==> src/aep_consts.svh <==
/*
 constants of the limit-event publish and interrupt register bank: offsets, field positions,
 sizes and reset values. assumes a 12-bit byte address from the bus slave.
*/
`ifndef AEP_CONSTS_SVH
`define AEP_CONSTS_SVH

`define AEP_NUM_CH     8
`define AEP_NUM_ENT    16
`define AEP_NUM_EV     22
`define AEP_LIM_LSB    6
`define AEP_EVENT_CHANNEL_INDEX_W    4
`define AEP_NUM_EVCH   16
`define AEP_EN_BIT     31
`define AEP_ADDR_W     12
`define AEP_OFS_PUB_HI 12'h198
`define AEP_OFS_PUB_LO 12'h19C
`define AEP_OFS_STRIDE 12'h008
`define AEP_PUB_SPAN   12'h040
`define AEP_OFS_INTERRUPT_ENABLE_MASK  12'h300
`define AEP_OFS_STATUS 12'h310
`define AEP_RST_WORD   32'h0000_0000
`define AEP_EVCH_ONE   16'h0001

`endif

==> src/aep_pkg.sv <==
/*
 types of the limit-event publish and interrupt register bank.
 assumes aep_consts.svh is on the include path.
*/
`include "aep_consts.svh"

package aep_pkg;

	// one publish configuration: enable and target event channel
	typedef struct packed {
		logic                     en;
		logic [`AEP_EVENT_CHANNEL_INDEX_W-1:0]  idx;
	} aep_pub_cfg_type;

	// whole state of the bank
	typedef struct packed {
		aep_pub_cfg_type [`AEP_NUM_ENT-1:0] pub;
		logic [`AEP_NUM_EV-1:0]             interrupt_enable_mask;
		logic [`AEP_NUM_EV-1:0]             status;
		logic [`AEP_NUM_EVCH-1:0]           evch;
		logic [31:0]                        prdata;
		logic                               rdv;
	} aep_state_type;

	// decoded bus access
	typedef struct packed {
		logic       pub;
		logic       interrupt_enable_mask;
		logic       status;
		logic [3:0] ent;
	} aep_dec_type;

endpackage

==> src/aep_regs.sv <==
/*
 apb register bank for the converter's limit-event publish configuration, interrupt enable mask
 and sticky event status; routes limit events onto sixteen interconnect event channels.
 assumes single clock, event pulses from the converter in the same clock domain, apb master.
*/
//Function
//RULE1: eight upper-limit publish registers sit at 0x198 plus 8 per channel and reset to zero.
//RULE2: an enabled upper-limit event is sent on the event channel named by its index field.
//RULE3: bit 31 of an upper-limit publish register enables (1) or blocks (0) its publishing.
//RULE4: eight lower-limit publish registers sit at 0x19C plus 8 per channel, interleaved.
//RULE5: lower-limit registers hold a channel index in the low bits and an enable at bit 31.
//RULE6: the interrupt enable mask at 0x300 holds the six general event enables in bits 0 to 5.
//RULE7: channel k has its upper-limit enable at bit 6+2k and lower-limit enable at bit 7+2k.
//RULE8: the interrupt enable mask resets to zero so no interrupt fires until enabled.
//RULE9: the interrupt is high while a flagged event is enabled; mask bits 22 to 31 read zero.
`timescale 1ns/100ps
`include "aep_consts.svh"

module aep_regs #(
	parameter int NUM_CH = `AEP_NUM_CH
) (
	input  wire logic                       I_CLK,      // 20 MHz clock
	input  wire logic                       I_RSTN,     // synchronous reset, active low
	input  wire logic                       I_CE,       // clock enable, freezes state when low
	input  wire logic                       I_PSEL,     // apb select
	input  wire logic                       I_PENABLE,  // apb access phase
	input  wire logic                       I_PWRITE,   // apb direction
	input  wire logic [`AEP_ADDR_W-1:0]     I_PADDR,    // apb byte address
	input  wire logic [31:0]                I_PWDATA,   // apb write data
	input  wire logic [3:0]                 I_PSTRB,    // apb byte strobes
	input  wire logic [`AEP_NUM_EV-1:0]     I_EVENTS,   // converter event pulses
	output logic      [31:0]                O_PRDATA,   // apb read data
	output logic                            O_PREADY,   // apb ready
	output logic                            O_PSLVERR,  // apb error, unmapped address
	output logic      [`AEP_NUM_EVCH-1:0]   O_EVT_CH,   // published event channel pulses
	output logic                            O_IRQ       // level interrupt request
);

	localparam int NUM_ENT = 2 * NUM_CH;

	if (NUM_CH < 1 || NUM_CH > `AEP_NUM_CH) begin : g_bad_param
		$error("aep_regs: NUM_CH out of range");
	end

	aep_pkg::aep_state_type   st_ff;
	aep_pkg::aep_state_type   nxt_st;
	aep_pkg::aep_dec_type     dec;
	logic                     dec_hit;
	logic [`AEP_NUM_EVCH-1:0] ent_hit [`AEP_NUM_ENT];

	// one routing term per publish entry; entry 2n is upper, 2n+1 is lower limit of channel n
	for (genvar e = 0; e < `AEP_NUM_ENT; e++) begin : g_ent
		//RULE2: route upper event
		//RULE3: gate by enable
		//RULE5: route lower event
		assign ent_hit[e] = (e < NUM_ENT && st_ff.pub[e].en && I_EVENTS[`AEP_LIM_LSB + e])
			? (`AEP_EVCH_ONE << st_ff.pub[e].idx) : '0;
	end

	// address decode
	always_comb begin
		logic [`AEP_ADDR_W-1:0] rel;
		rel        = I_PADDR - `AEP_OFS_PUB_HI;
		dec        = '0;
		//RULE1: upper registers base
		//RULE4: lower registers interleaved
		dec.pub    = (I_PADDR[1:0] == 2'b00) && (I_PADDR >= `AEP_OFS_PUB_HI)
			&& (rel < `AEP_PUB_SPAN) && (int'(rel[5:2]) < NUM_ENT);
		dec.ent    = rel[5:2];
		//RULE6: mask register offset
		dec.interrupt_enable_mask  = (I_PADDR == `AEP_OFS_INTERRUPT_ENABLE_MASK);
		dec.status = (I_PADDR == `AEP_OFS_STATUS);
		dec_hit    = dec.pub | dec.interrupt_enable_mask | dec.status;
	end

	// zero-wait writes and reads; read data is registered in the setup cycle so that it comes from a flip-flop
	assign O_PREADY  = I_CE & (I_PWRITE | st_ff.rdv);
	assign O_PSLVERR = I_PSEL & I_PENABLE & O_PREADY & ~dec_hit;
	assign O_PRDATA  = st_ff.prdata;
	// a frozen pulse must not be seen again on every stalled cycle
	assign O_EVT_CH  = st_ff.evch & {`AEP_NUM_EVCH{I_CE}};
	//RULE9: interrupt level
	assign O_IRQ     = |(st_ff.status & st_ff.interrupt_enable_mask);

	always_comb begin
		logic [31:0]              wmask;
		logic [31:0]              rdword;
		logic [`AEP_NUM_EV-1:0]   clr;
		logic [`AEP_NUM_EVCH-1:0] route;
		logic                     wr;
		wmask  = {{8{I_PSTRB[3]}}, {8{I_PSTRB[2]}}, {8{I_PSTRB[1]}}, {8{I_PSTRB[0]}}};
		rdword = `AEP_RST_WORD;
		clr    = '0;
		route  = '0;
		wr     = I_PSEL & I_PENABLE & I_PWRITE & O_PREADY & dec_hit;
		nxt_st = st_ff;
		if (dec.pub) begin
			//RULE5: field layout
			rdword[`AEP_EN_BIT]        = st_ff.pub[dec.ent].en;
			rdword[`AEP_EVENT_CHANNEL_INDEX_W-1:0]   = st_ff.pub[dec.ent].idx;
		end else if (dec.interrupt_enable_mask) begin
			//RULE9: upper bits zero
			rdword[`AEP_NUM_EV-1:0]    = st_ff.interrupt_enable_mask;
		end else if (dec.status) begin
			rdword[`AEP_NUM_EV-1:0]    = st_ff.status;
		end
		for (int e = 0; e < `AEP_NUM_ENT; e++) begin
			route = route | ent_hit[e];
		end
		if (I_CE) begin
			nxt_st.rdv = I_PSEL & ~(I_PENABLE & O_PREADY);
			if (I_PSEL && !I_PWRITE) begin
				nxt_st.prdata = rdword;
			end
			if (wr && dec.pub) begin
				if (I_PSTRB[0]) begin
					nxt_st.pub[dec.ent].idx = I_PWDATA[`AEP_EVENT_CHANNEL_INDEX_W-1:0];
				end
				if (I_PSTRB[3]) begin
					nxt_st.pub[dec.ent].en = I_PWDATA[`AEP_EN_BIT];
				end
			end
			if (wr && dec.interrupt_enable_mask) begin
				//RULE7: per channel enables
				nxt_st.interrupt_enable_mask = (st_ff.interrupt_enable_mask & ~wmask[`AEP_NUM_EV-1:0])
					| (I_PWDATA[`AEP_NUM_EV-1:0] & wmask[`AEP_NUM_EV-1:0]);
			end
			if (wr && dec.status) begin
				clr = I_PWDATA[`AEP_NUM_EV-1:0] & wmask[`AEP_NUM_EV-1:0];
			end
			// a new event wins over a clear in the same cycle
			nxt_st.status = (st_ff.status & ~clr) | I_EVENTS;
			nxt_st.evch   = route;
		end
	end

	always_ff @(posedge I_CLK) begin
		if (!I_RSTN) begin
			//RULE8: all registers to zero
			st_ff <= '0;
		end else begin
			st_ff <= nxt_st;
		end
	end

	logic wr_full;
	logic any_en;
	assign wr_full = I_CE & I_PSEL & I_PENABLE & I_PWRITE & O_PREADY & (&I_PSTRB);
	always_comb begin
		any_en = 1'b0;
		for (int e = 0; e < `AEP_NUM_ENT; e++) begin
			any_en = any_en | st_ff.pub[e].en;
		end
	end
endmodule // aep_regs

==> config.mk <==
export PLATFORM = sky130hd
export DESIGN_NAME = aep_regs
export DESIGN_NICKNAME = d
export VERILOG_FILES = /design/src/aep_pkg.sv /design/src/aep_regs.sv
export VERILOG_INCLUDE_DIRS = /design/src
export SDC_FILE = /design/constraint.sdc
export NUM_CORES = 1
export LEC_CHECK = 0
export BUFFER_PORTS_ARGS = -buffer_cell sky130_fd_sc_hd__buf_2
export CORE_ASPECT_RATIO = 0.9
export CORE_MARGIN = 2
export CORE_UTILIZATION = 55
export DETAILED_ROUTE_END_ITERATION = 7
export PLACE_DENSITY = 0.76
export SYNTH_ARGS = -nofsm -noshare
export SYNTH_HDL_FRONTEND = slang
export SYNTH_SLANG_ARGS = --single-unit
==> constraint.sdc <==
create_clock -name I_CLK -period 3.4 [get_ports I_CLK]
set_clock_uncertainty 0.15 [all_clocks]
set_input_delay 0.68 -clock I_CLK [delete_from_list [all_inputs] [get_ports I_CLK]]
set_output_delay 0.68 -clock I_CLK [all_outputs]
set_load 0.02 [all_outputs]
==> impl_metrics.env <==
export IMPL_via_per_inst=7.16
export IMPL_root_buffer="clkbuf_16"
export IMPL_vias=10900
export IMPL_min_period_ps=3010
export IMPL_max_freq_mhz=332
export IMPL_startpoint_type="primary input"
export IMPL_fill_cells=1523
export IMPL_relSlewSlack_pct=34.0
export IMPL_worst_pin_slew_ps=977
export IMPL_wire_per_inst_um=29.1
export IMPL_p_int_mw=3.12
export IMPL_grt_pass1_wl_mm=65.1
export IMPL_pwr_share_comb_pct=9.2
export IMPL_worst_ep_arrival_time_ps=2180
export IMPL_insertion_delay_ps=450
export IMPL_post_route_period_util_pct=88.5
export IMPL_crit_path_end_kind="primary output"
export IMPL_crit_type="in -> out"
export IMPL_ys_flop_type="dfxtp_1"
export IMPL_cp_required_ps=2570
export IMPL_pwr_density_cell_nw_per_um2=378
export IMPL_status="completed"
export IMPL_drv_cap=0
export IMPL_clk_path_buf_depth=2
export IMPL_avgSynthCellArea_um2=8.48
export IMPL_mostFrequentLayoutCells="nand2_1 (180), dfxtp_1 (164), mux2i_1 (107), buf_2 (107), o22ai_1 (61)"
export IMPL_crit_path_max_fanout=5
export IMPL_ys_ff_latch=164
export IMPL_grt_pass1_vias=10400
export IMPL_p_leak_nw=4.02
export IMPL_drive_above_1_share_pct=19.1
export IMPL_antenna_found_initial=2
export IMPL_cts_resized=0
export IMPL_final_hold_violation_count=0
export IMPL_layout_nets=1345
export IMPL_drc=0
export IMPL_cts_tree="yes"
export IMPL_clock_power_share_pct=45.5
export IMPL_cts_num_sinks=164
export IMPL_timing_setup_tns_ps=0
export IMPL_cts_setup_buffers=0
export IMPL_syn_to_final_growth_pct=10.1
export IMPL_synth_edf_count=0
export IMPL_async_flop_share_pct=0
export IMPL_whs_ps=288
export IMPL_yosysSeqAreaShare_pct=31.4
export IMPL_dr_first_iter_drc_count=1727
export IMPL_ys_types=67
export IMPL_fp_dieArea_um2=20100
export IMPL_synth_cell_area_um2=10500
export IMPL_cts_inserted_buffers=17
export IMPL_switchingPower_mw=1.23
export IMPL_coreArea_um2=18500
export IMPL_die_y_um=135
export IMPL_slew_viol_final=0
export IMPL_initial_core_util_pct=56.4
export IMPL_rsz0062_at_grt="no"
export IMPL_ant_nets=0
export IMPL_finalWirelength_mm=44.5
export IMPL_swShare_pct=28.3
export IMPL_grt_util_all_layers_pct=44.1
export IMPL_layout_commonest_cell="nand2_1"
export IMPL_dp_cells=1494
export IMPL_synthCells=1232
export IMPL_ir_drop_uv=353
export IMPL_power_share_sequential_pct=45.3
export IMPL_num_rows=47
export IMPL_gp_congestion=1.04
export IMPL_netlist_top_cells_area="dfxtp_1 (31%), mux2i_1 (10%), nand2_1 (6.5%)"
export IMPL_synth_top_cell_by_area="dfxtp_1"
export IMPL_first_pass_iters=6
export IMPL_grt_max_degree=64
export IMPL_clk_pin_slew_ps=70
export IMPL_pin_count=127
export IMPL_layout_cells_non_filler=1528
export IMPL_hpwl_mm=33.0
export IMPL_grt_ovfl_total=0
export IMPL_synth_top_area_share_pct=31.4
export IMPL_ctsHoldBuffers=0
export IMPL_die_width_um=149
export IMPL_port_buffers=108
export IMPL_cts_htree_levels=4
export IMPL_finalSetupViolations=0
export IMPL_ys_warn_count=0
export IMPL_hold_class="in -> reg"
[power by group through the flow]
stage	Clock, mW	Sequential, mW	Combinational, mW
2_1_floorplan	0	2.00	0.256
3_3_place_gp	0	2.01	0.377
3_5_place_dp	0	2.01	0.387
4_1_cts	1.98	1.97	0.388
5_1_grt	2.05	1.97	0.422
6_report	1.98	1.97	0.400
[layer usage]
| metal | routed length, µm | vias up | global-route usage [%] |
|---|---|---|---|
| li1 | - | 4646 | - |
| met1 | 16900 | 5146 | 58.7 |
| met2 | 18700 | 924 | 65.2 |
| met3 | 6080 | 226 | 12.5 |
| met4 | 2860 | 0 | 23.3 |
| met5 | 0 | - | 0 |
[worst paths after layout]
kind	start	endpoint	slack, ps	cells past startpoint
hold / removal	I_PWDATA[14]	st_ff[63]$_SDFFE_PN0P_	290	2
setup / recovery	I_PADDR[3]	O_PSLVERR	390	8
hold reg to reg	O_PRDATA[9]$_SDFFE_PN0P_	O_PRDATA[9]$_SDFFE_PN0P_	300	2
setup reg to reg	st_ff[130]$_SDFFE_PN0P_	st_ff[41]$_SDFFE_PN0P_	1000	5
[logic make-up after synthesis]
kind of cell | synth area share, %
buffers and inverters | 6.26
flip-flops | 31.4
other | 0.0359
multiplexers | 16.5
XOR/XNOR | 0.335
adder cells (fa/ha/maj) | 0.120
AO/OA/AOI/OAI | 13.8
AND/OR/NAND/NOR | 31.5
[synthesized netlist by cell type (all sizes together), types with 4 or more instances]
master	count
a211oi	5
mux4	20
a31oi	18
nand4	23
o21ai	42
mux2i	107
nand2b	50
nand3	43
a21o	4
clkbuf	80
inv	4
or2	7
nor4bb	12
nor4	50
o22ai	61
nand4b	31
o2111ai	4
mux2	18
a21oi	45
buf	46
nor2	59
a22oi	10
a311oi	14
nor2b	7
and2	22
nor3	59
nand2	180
dfxtp	164
[worst max-delay path, cell delays in order]
cell     delay (ps)
buf_2           130
ha_1            250
or3_4           380
nor4b_4         270
a31oi_4          50
nor2_1          180
nor4_4           70
buf_2           170
[layout make-up]
cell class                      count  area [µm²]  area share [%]
Multi-Input combinational cell    946        6560            57.0
Sequential cell                   164        3280            28.5
Timing Repair Buffer              135         746            6.48
Clock buffer                       18         429            3.73
Tap cell                          245         307            2.66
Clock inverter                     14         165            1.43
Inverter                            4        15.0           0.130
Antenna cell                        2        5.00          0.0435
[stage by stage]
step / power [mW] / setup slack, ps / cell area [µm²] / util, %
CTS: 4.33 / 385 / 11500 / 62.1
finish: 4.35 / 392 / 11500 / 62.1
detailed placement: 2.40 / 155 / 10900 / 58.9
floorplan: 2.26 / 30.9 / 10500 / -
global placement: 2.39 / 301 / 10900 / 58.9
global route: 4.44 / 323 / 11500 / 62.1
Note: power is estimated with default switching activity, not from simulation.
